**src/ormv_pkg.sv**
```systemverilog
// Package: constants and types for the OR / move / pointer-load executor
package ormv_pkg;
   // ------------------------------------------------------------
   // Opcode fields
   // ------------------------------------------------------------
   localparam logic [5:0] OP_OR_FILE = 6'h04;
   localparam logic [5:0] OP_MOVE_FILE = 6'h14;
   localparam logic [3:0] OP_FULL_MOVE = 4'hc;
   localparam logic [3:0] OP_SECOND_WORD = 4'hf;
   localparam logic [9:0] OP_PTR_LOAD = 10'h3b8;
   localparam logic [7:0] OP_PTR_LOAD_LO = 8'hf0;
   localparam int DEST_BIT = 9;
   localparam int ACCESS_BIT = 8;
   // Access bank split: low half is RAM, high half is special registers
   localparam logic [7:0] ACCESS_SPLIT = 8'h80;
   localparam logic [3:0] ACCESS_HI_BANK = 4'hf;
   localparam logic [1:0] NUM_PTRS = 2'h3;
   // Reset values
   localparam logic [7:0] ACC_RST = 8'h00;
   localparam logic [3:0] BANK_RST = 4'h0;
   localparam logic [11:0] PTR_RST = 12'h000;
   localparam logic [1:0] QPH_RST = 2'h0;

   // ------------------------------------------------------------
   // Types
   // ------------------------------------------------------------
   typedef enum logic [1:0] {
      ORMV_EXEC = 2'b00,
      ORMV_PTR2 = 2'b01,
      ORMV_MOV2 = 2'b10
   } ormv_state_t;

   typedef struct packed {
      logic        req;
      logic        wr;
      logic [11:0] addr;
      logic [7:0]  wdata;
   } ormv_mem_t;

   typedef struct packed {
      logic neg;
      logic zero;
   } ormv_flags_t;
endpackage

```
**src/ormv_core.sv**
```systemverilog
// Executor for OR-with-file, move-file, full-range move and pointer load
`timescale 1ns/1ps
// How it works
// [RULE_01] OR accumulator with file, set N Z
// [RULE_02] Destination bit: 0 accumulator, 1 file
// [RULE_03] Access bit 0 access bank, 1 bank pointer
// [RULE_04] File operand reaches whole 256-byte bank
// [RULE_05] Move file to destination, set N Z
// [RULE_06] Pointer load writes 12-bit literal, no flags
// [RULE_07] Pointer load two-word encoding decoded
// [RULE_08] Pointer high four bits first, low byte second
// [RULE_09] Full move uses 12-bit absolute addresses
// [RULE_10] Full move words start 1100, 1111
// [RULE_11] Accumulator allowed either end, no flags
// [RULE_12] Software avoids PC and stack destinations
// [RULE_13] Software avoids interrupt edits while enabled
// [RULE_14] Decode, read, process, write per quarter
// [RULE_15] Full move: read first, write second Q4
// [RULE_16] Stray second word runs as no-op
// [RULE_17] Four quarter phases per instruction cycle
module ormv_core (
   input wire logic sys_clk,
   input wire logic rst,
   input wire logic [15:0] instr,
   input wire logic [7:0] mem_rdata,
   input wire logic [3:0] bank_pointer,
   input wire logic [11:0] acc_addr,
   output ormv_pkg::ormv_mem_t mem_o,
   output logic [7:0] acc_o,
   output ormv_pkg::ormv_flags_t flags_o,
   output logic [1:0] qphase_o,
   output logic instr_fetch_o,
   output logic [11:0] indirect_pointer0_o,
   output logic [11:0] indirect_pointer1_o,
   output logic [11:0] indirect_pointer2_o
);
   // ------------------------------------------------------------
   // Quarter phase sequencer
   // ------------------------------------------------------------
   logic [1:0] qph_r;
   wire q1 = (qph_r == 2'h0);
   wire q2 = (qph_r == 2'h1);
   wire q3 = (qph_r == 2'h2);
   wire q4 = (qph_r == 2'h3);

   // [RULE_17] four quarter phases
   always_ff @(posedge sys_clk) begin
      if (rst) qph_r <= ormv_pkg::QPH_RST;
      else qph_r <= qph_r + 2'h1;
   end

   // ------------------------------------------------------------
   // Decode
   // ------------------------------------------------------------
   ormv_pkg::ormv_state_t st_r, st_nxt;
   logic [15:0] ir_r;
   logic [7:0] acc_r, opnd_r, res_r;
   logic [1:0] psel_r;
   logic [11:0] ptr_r [3];
   ormv_pkg::ormv_flags_t flags_r;
   ormv_pkg::ormv_mem_t mem_r, mem_nxt;

   // [RULE_07] pointer load and full move decode
   wire is_or = (ir_r[15:10] == ormv_pkg::OP_OR_FILE);
   wire is_move_file_byte = (ir_r[15:10] == ormv_pkg::OP_MOVE_FILE);
   // [RULE_10] full move word prefixes
   wire is_full = (ir_r[15:12] == ormv_pkg::OP_FULL_MOVE);
   wire is_ptr = (ir_r[15:6] == ormv_pkg::OP_PTR_LOAD) && (ir_r[5:4] < ormv_pkg::NUM_PTRS);
   wire is_second = (ir_r[15:12] == ormv_pkg::OP_SECOND_WORD);
   wire is_ptr_lo = (ir_r[15:8] == ormv_pkg::OP_PTR_LOAD_LO);
   wire dest_file = ir_r[ormv_pkg::DEST_BIT];

   // [RULE_03] bank selection
   function automatic logic [11:0] file_addr(input logic [15:0] w, input logic [3:0] bank);
      logic [3:0] hi;
      hi = 4'h0;
      if (w[ormv_pkg::ACCESS_BIT]) hi = bank;
      else if (w[7:0] >= ormv_pkg::ACCESS_SPLIT) hi = ormv_pkg::ACCESS_HI_BANK;
      else hi = 4'h0;
      // [RULE_04] full 8-bit offset
      return {hi, w[7:0]};
   endfunction

   wire [11:0] f_addr = file_addr(ir_r, bank_pointer);
   // Accumulator has a data address too, so it is served internally
   wire [11:0] full_src = ir_r[11:0];
   wire src_is_acc = (full_src == acc_addr);
   wire dst_is_acc = (ir_r[11:0] == acc_addr);
   wire [7:0] opnd_nxt = (is_full && src_is_acc) ? acc_r : mem_rdata;

   // [RULE_01] inclusive OR
   wire [7:0] or_res = acc_r | opnd_r;
   // [RULE_05] move passes operand
   wire [7:0] alu_res = is_or ? or_res : opnd_r;
   // Result from fresh read data: opnd_r only loads on the same Q3 edge
   wire [7:0] res_nxt = is_or ? (acc_r | opnd_nxt) : opnd_nxt;
   wire file_op = (is_or || is_move_file_byte) && (st_r == ormv_pkg::ORMV_EXEC);

   // ------------------------------------------------------------
   // Next state and memory strobes
   // ------------------------------------------------------------
   always_comb begin
      st_nxt = st_r;
      mem_nxt = '0;
      if (q4) begin
         unique case (st_r)
            ormv_pkg::ORMV_EXEC: begin
               // [RULE_08] two-cycle pointer load
               if (is_ptr) st_nxt = ormv_pkg::ORMV_PTR2;
               // [RULE_15] two-cycle full move
               else if (is_full) st_nxt = ormv_pkg::ORMV_MOV2;
            end
            ormv_pkg::ORMV_PTR2: st_nxt = ormv_pkg::ORMV_EXEC;
            ormv_pkg::ORMV_MOV2: st_nxt = ormv_pkg::ORMV_EXEC;
         endcase
      end
      // [RULE_14] read in Q2
      if (q2 && file_op) begin
         mem_nxt.req = 1'b1;
         mem_nxt.addr = f_addr;
      end
      // [RULE_15] source read first cycle
      if (q2 && is_full && !src_is_acc && st_r == ormv_pkg::ORMV_EXEC) begin
         mem_nxt.req = 1'b1;
         mem_nxt.addr = full_src;
      end
      // [RULE_02] write back to file
      if (q4 && file_op && dest_file) begin
         mem_nxt.req = 1'b1;
         mem_nxt.wr = 1'b1;
         mem_nxt.addr = f_addr;
         mem_nxt.wdata = alu_res;
      end
      // [RULE_09] absolute destination write
      if (q4 && st_r == ormv_pkg::ORMV_MOV2 && is_second && !dst_is_acc) begin
         mem_nxt.req = 1'b1;
         mem_nxt.wr = 1'b1;
         mem_nxt.addr = ir_r[11:0];
         mem_nxt.wdata = opnd_r;
      end
   end

   // ------------------------------------------------------------
   // Registers
   // ------------------------------------------------------------
   always_ff @(posedge sys_clk) begin
      if (rst) begin
         st_r <= ormv_pkg::ORMV_EXEC;
         ir_r <= 16'h0000;
         mem_r <= '0;
      end else begin
         st_r <= st_nxt;
         mem_r <= mem_nxt;
         // [RULE_14] latch word at decode
         if (q1) ir_r <= instr;
      end
   end

   always_ff @(posedge sys_clk) begin
      if (rst) begin
         opnd_r <= 8'h00;
         res_r <= 8'h00;
         psel_r <= 2'h0;
      end else begin
         // Read data arrives one edge after the Q2 strobe, so capture in Q3
         if (q3 && (file_op || (is_full && st_r == ormv_pkg::ORMV_EXEC))) opnd_r <= opnd_nxt;
         if (q3 && file_op) res_r <= res_nxt;
         if (q4 && is_ptr && st_r == ormv_pkg::ORMV_EXEC) psel_r <= ir_r[5:4];
      end
   end

   // [RULE_16] stray second word is no-op
   // A lone 1111 word in EXEC matches no first-word decode above, so nothing changes
   always_ff @(posedge sys_clk) begin
      if (rst) begin
         acc_r <= ormv_pkg::ACC_RST;
         flags_r <= '0;
      end else if (q4) begin
         if (file_op) begin
            // [RULE_02] accumulator destination
            if (!dest_file) acc_r <= res_r;
            // [RULE_01] negative and zero flags
            flags_r.neg <= res_r[7];
            flags_r.zero <= (res_r == 8'h00);
         end
         // [RULE_11] accumulator as destination
         if (st_r == ormv_pkg::ORMV_MOV2 && is_second && dst_is_acc) acc_r <= opnd_r;
      end
   end

   // [RULE_06] pointer load, flags untouched
   for (genvar i = 0; i < 3; i++) begin : g_ptr
      always_ff @(posedge sys_clk) begin
         if (rst) ptr_r[i] <= ormv_pkg::PTR_RST;
         else if (q4) begin
            // [RULE_08] high four bits in first cycle
            if (st_r == ormv_pkg::ORMV_EXEC && is_ptr && ir_r[5:4] == 2'(i))
               ptr_r[i][11:8] <= ir_r[3:0];
            // [RULE_08] low byte in second cycle
            if (st_r == ormv_pkg::ORMV_PTR2 && is_ptr_lo && psel_r == 2'(i))
               ptr_r[i][7:0] <= ir_r[7:0];
         end
      end
   end

   // ------------------------------------------------------------
   // Outputs
   // ------------------------------------------------------------
   logic fetch_r;
   always_ff @(posedge sys_clk) begin
      if (rst) fetch_r <= 1'b0;
      else fetch_r <= (qph_r == 2'h3);
   end

   assign mem_o = mem_r;
   assign acc_o = acc_r;
   assign flags_o = flags_r;
   assign qphase_o = qph_r;
   assign instr_fetch_o = fetch_r;
   assign indirect_pointer0_o = ptr_r[0];
   assign indirect_pointer1_o = ptr_r[1];
   assign indirect_pointer2_o = ptr_r[2];
endmodule // ormv_core

```
**config.mk**
```make
export PLATFORM = sky130hd
export DESIGN_NAME = ormv_core
export DESIGN_NICKNAME = d
export VERILOG_FILES = /design/src/ormv_pkg.sv /design/src/ormv_core.sv
export SDC_FILE = /design/constraint.sdc
export NUM_CORES = 1
export LEC_CHECK = 0
export BUFFER_PORTS_ARGS = -buffer_cell sky130_fd_sc_hd__buf_2
export CORE_AREA = 5 5 140 142
export DETAILED_ROUTE_END_ITERATION = 16
export DIE_AREA = 0 0 145 147
export PLACE_DENSITY = 0.4
export SLEW_MARGIN = 20
export SYNTH_ARGS = -nofsm -noshare
export SYNTH_HDL_FRONTEND = slang
export SYNTH_SLANG_ARGS = --single-unit
```
**constraint.sdc**
```tcl
create_clock -name sys_clk -period 2.9 [get_ports sys_clk]
set_input_delay 0.58 -clock sys_clk [delete_from_list [all_inputs] [get_ports sys_clk]]
set_output_delay 0.58 -clock sys_clk [all_outputs]
set_load 0.01 [all_outputs]
```
======== Word level (Yosys, flattened, before mapping) ========
Memories as Yosys holds them, arrays and structs flattened.
Cells that the tools add are included.
storage, ports and cells
  flip-flop bits (word level) ............. 71
  bits in latches ......................... 0
  memory bits (writable) .................. 36
  ROM bits ................................ 0
  bits of input ports ..................... 42
  logic and storage cells ................. 133
  memories ................................ 1
cells by class
  add/subtract/negate cells ............... 1
  multipliers ............................. 0
  divide/modulo/power cells ............... 0
  $lt $le $gt $ge ......................... 2
  eq/ne operators ......................... 18
  shift-type cells ........................ 0
  multiplexer cells ....................... 49
  bitwise gates (word level) .............. 8
  reductions and logical operators ........ 40
memories
  memory  words  width  rd ports  clocked after memory_dff  wr ports  RTL line         source
  ptr_r   3      12     3         0                         3         ormv_core.sv:59  logic [11:0] ptr_r [3];
operators with widths
  cell                                                                   number
  8-bit two-way mux                                                      9
  22-bit two-way mux                                                     2
  1-bit two-way mux                                                      28
  1-bit logical AND                                                      27
  12-bit two-way mux                                                     2
  4-bit two-way mux                                                      5
  8-bit bitwise OR                                                       2
  12-bit equality test                                                   1
  10-bit equality test, second input constant                            1
  2-bit equality test, second input constant                             5
  2-bit by 1-bit equality test with 1-bit output, second input constant  4
  4-bit equality test, second input constant                             2
  8-bit equality test, second input constant                             1
  8-bit greater-or-equal comparator, second input constant               1
  2-bit logical NOT                                                      4
  8-bit logical NOT                                                      1
  6-bit by 3-bit equality test with 1-bit output, second input constant  1
  6-bit by 5-bit equality test with 1-bit output, second input constant  1
  1-bit bitwise OR                                                       6
  2-bit two-way mux                                                      2
  2-bit one-hot mux with 2 select lines                                  1
  2-bit AND reduction                                                    2
  3-bit inequality test, second input constant                           1
  3-bit AND reduction                                                    1
  other kinds (7)                                                        8

======== Logic depth before layout (Yosys ltp) ========
  depth in word-level cells ............... 9
  depth in mapped cells ................... 8

======== Worst setup path before layout ========
Ideal clock, no wire load.
  path kind ............................... register to register
  start point ............................. reg ir_r[6]
  end point ............................... mem ptr_r[1][10] (enable)
  setup time .............................. 0.307 ns
  arrival time ............................ 1.995 ns
  required time ........................... 2.593 ns
  setup slack ............................. 0.598 ns
  cell stages (with the launch flop) ...... 6
  path buffers ............................ 0
  path through ............................ dfxtp_1 -> or4b_1 -> a2111oi_4 -> nand3_2 -> or3b_1 -> nand2_1
RTL lines
  what                    RTL line          source
  from (decl)             ormv_core.sv:56   logic [15:0] ir_r;
  from (signal assigned)  ormv_core.sv:155  if (q1) ir_r <= instr;
  to (decl)               ormv_core.sv:59

==> summary.md <==
| Metric | Value |
|---|---|
| Status | complete, no violations |
| Count of endpoints failing setup in the final report | 0 |
| Final instance area | 5740 µm² |
| Vias/cell | 4.57 |
| Cell-by-cell trace of the critical path | or4b_1 > a2111oi_4 > nand4b_1 > o21ai_0 |
| Total core area | 18300 µm² |
| Clock latency on the worst-skew pair | 0.35 ns |
| Number of buffers on the longest clock path | 2 |
| Post-synthesis sequential area ratio | between 50% and 60% |
| TritonCTS sink count | approximately 110 |
| Routed WL per cell | about 17 µm |
| Synth warn | 0 |
| Tightest slew margin relative to the limit | a little over 60% |
| First-pass detailed-route iteration total | 4 |
| Worst-path maximum fanout | 6 |
| Required arrival time at the worst endpoint | 2.89 ns |
| Peak supply drop | 0.361 mV |
| Max stage delay on crit path | between 0.5 and 0.6 ns |
| Average footprint of a synthesized cell | 10.9 µm² |
| Unrepaired setup endpoints after global routing | false |
| Setup Fix Bufs, Post-CTS | 0 |
| Synthesis-stage register bit count | about 110 |
| GRT Residual Overflow | 0 |
| Weighted congestion reported at the end of routability-driven placement | 0.802 |
| Transition time at the pin with the least slew margin | around 0.56 ns |
| Kind of end point of the critical path | flip-flop |
| Setup TNS after final layout | 0 ns |
| Final critical delay including setup and external delays | 2.56 ns |
| Unique masters post-synth | 42 |
| Asr flop ratio synth | 0% |
| Cell with the most instances after synthesis | dfxtp_1 |
| Placed cell count | 760 |
| Class of the tightest hold or removal check | primary input to flip-flop |
| Number of ports placed on the die boundary | 113 |
| Hold Vio Cnt, Final | 0 |
| Drt first-iter violations | 145 |
| Number of buffers inserted by hold repair at cts | 0 |
| Critical path arrival | 2.55 ns |
| Most frequent cells after synthesis | 71 x dfxtp_1, 45 x and2_1, 44 x nor2_1 |
| Buffers and inverters on the worst path | 0 |
| DP Wirelength | 9.76 mm |
| Number of core rows | 50 |
| Die Area | 21300 µm² |
| Maximum capacitance violations | 0 |
| Area growth from synthesis to final layout | 28.2% |
| GRT Resource Usage Total | 12.6% |
| Most used flip-flop cell after synthesis | dfxtp_1 |
| Pin count of the biggest net entering global routing | 31 |
| Number of max-slew violations in the final report | 0 |
| DR vias | 3543 |
| Cell family with most CP delay | compound AO/OA/AOI/OAI gates |
| Slowest stage cell on the critical path | or4b_1 |
| Width of the chip | 145 µm |
| Clock root buffer master | clkbuf_16 |
| Number of buffers inserted by port buffering | 112 |
| Share of the clock period used by the worst path | 88.3% |
| Setup Crit Path Kind | flip-flop to flip-flop |
| Total power draw | 3.16 mW |
| Synthesized netlist net count | 459 |
| Number of flops mapped to enable cells by yosys | 36 |
| Via count of the first global-routing pass | 3695 |
| Clock edge transition at the registers on the reported setup and hold paths | 0.08 ns |
| Top cells by area, synth | dfxtp_1 32%, edfxtp_1 24%, mux2i_1 7.2%, and2_1 6.3%, nor2_1 3.7% |
| Count of inserted antenna diode cells | 0 |
| Post-placement worst setup slack | 0.314 ns |
| Cell area after technology mapping | 4480 µm² |
| Post-route non-filler standard cell count | roughly 780 |
| Die height | 147 µm |
| Worst setup margin | 0.341 ns |
| Achievable Freq | 0.391 GHz |
| Worst hold margin | 0.460 ns |
| DRC violation count after routing | 0 |
| Number of levels the H-tree was split into | 3 |
| Post-synthesis cell type with the largest combined area | dfxtp_1 |
| Leakage power of the design | around 2.3 nW |
| Antenna-violating nets left | 0 |
| Number of buffers inserted during clock tree synthesis | 9 |
| TritonCTS clock tree | built |
| Clock Skew | 0.0101 ns |
| # nets final | 586 |
| Area after detailed placement | 5430 µm² |
| Final Core Density | a little under a third |
| Type of origin of the critical path | flip-flop |
| Post-synthesis instance total | 410 |
| Starting density of the core | about a quarter |
| Post-Route WL | 13.4 mm |
| Cells resized by post-CTS repair | 0 |
| Fraction of layout instances using a drive strength above 1 | 29.2% |
| Ratio of total power to cell area | 552 nW/µm² |
| Wire length of the first global-routing pass | 21.2 mm |
| Synth top area share | between 30% and 40% |
| Number of antenna violations at the first check in global routing | 0 |
[per-layer routing]
metal	GRT usage (%)	up-vias	part of all wire [%]
met4	3.25	0	1.1
met1	16.0	1710	46
met2	21.0	90	48
met5	0	-	0
met3	3.49	10	5.4
li1	-	1733	-
[state kept, by name (all words and copies together) (netlist names)]
name and count:
acc_o 8, flags_o 2, instr_fetch_o 1, ir_r 16, mem_o 22, opnd_r 8, psel_r 2, ptr_r 36
qphase_o 2, res_r 8, st_r 2
[path summary, 6_finish.rpt]
path / startpoint / endpoint / slack, ns / depth (start not counted)
max: ir_r[11] / ptr_r[0][11] / 0.34 / 4
min: instr[4] / ir_r[4] / 0.46 / 3
max reg2reg: ir_r[11] / ptr_r[0][11] / 0.34 / 4
min reg2reg: flags_o[1] / flags_o[1] / 0.47 / 2
[area by class of cell]
cell class / count / area (µm²)
multi-input combinational: 276 / 1870
clock inverter: 6 / 52.6
timing repair buffer: 135 / 733
clock buffer: 10 / 250
inverter: 8 / 30.0
sequential: 107 / 2500
fill: 1925 / 12600
tap: 234 / 293
[tightest hold or removal path: cells and delay by family]
| kind | cells | cell delay (ns) |
|---|---|---|
| simple gates | 1 | 0.07 |
| buf+inv | 1 | 0.07 |
| mux | 1 | 0.05 |
[where the power goes]
group	switching, mW	internal, mW
combinational	0.160	0.119
clock	0.598	0.651
sequential	0.0474	1.59
[layout by cell type (no fill, tap or decap), types with 6 or more instances in the layout]
cell       netlist  final
buf_2            3    112
dfxtp_1         71     71
and2_1          45     45
nor2_1          44     44
edfxtp_1        36     36
mux2i_1         32     32
a21oi_1         27     27
buf_4            0     23
nand2_1         12     12
o21ai_0         12     12
xnor2_1         12     12
nor3_1          11     11
o2bb2ai_1       11     11
clkbuf_16        0     10
inv_1            8      8
o221ai_1         8      8
a211oi_1         8      8
ha_1             7      7
nand4_1          6      6
[kinds of logic (layout without fill, tap and decap cells)]
| logic type | count (synthesis) | in the layout | share of synthesized area (%) |
|---|---|---|---|
| multiplexers | 32 | 32 | 7.16 |
| adder cells (fa/ha/maj) | 7 | 7 | 1.96 |
| flip-flops | 107 | 107 | 55.9 |
| buffers and inverters | 27 | 159 | 2.35 |
| XOR/XNOR | 12 | 12 | 2.35 |
| AO/OA/AOI/OAI | 73 | 73 | 11.1 |
| AND/OR/NAND/NOR | 152 | 152 | 19.2 |
Note: power is estimated with default switching activity, not from simulation.
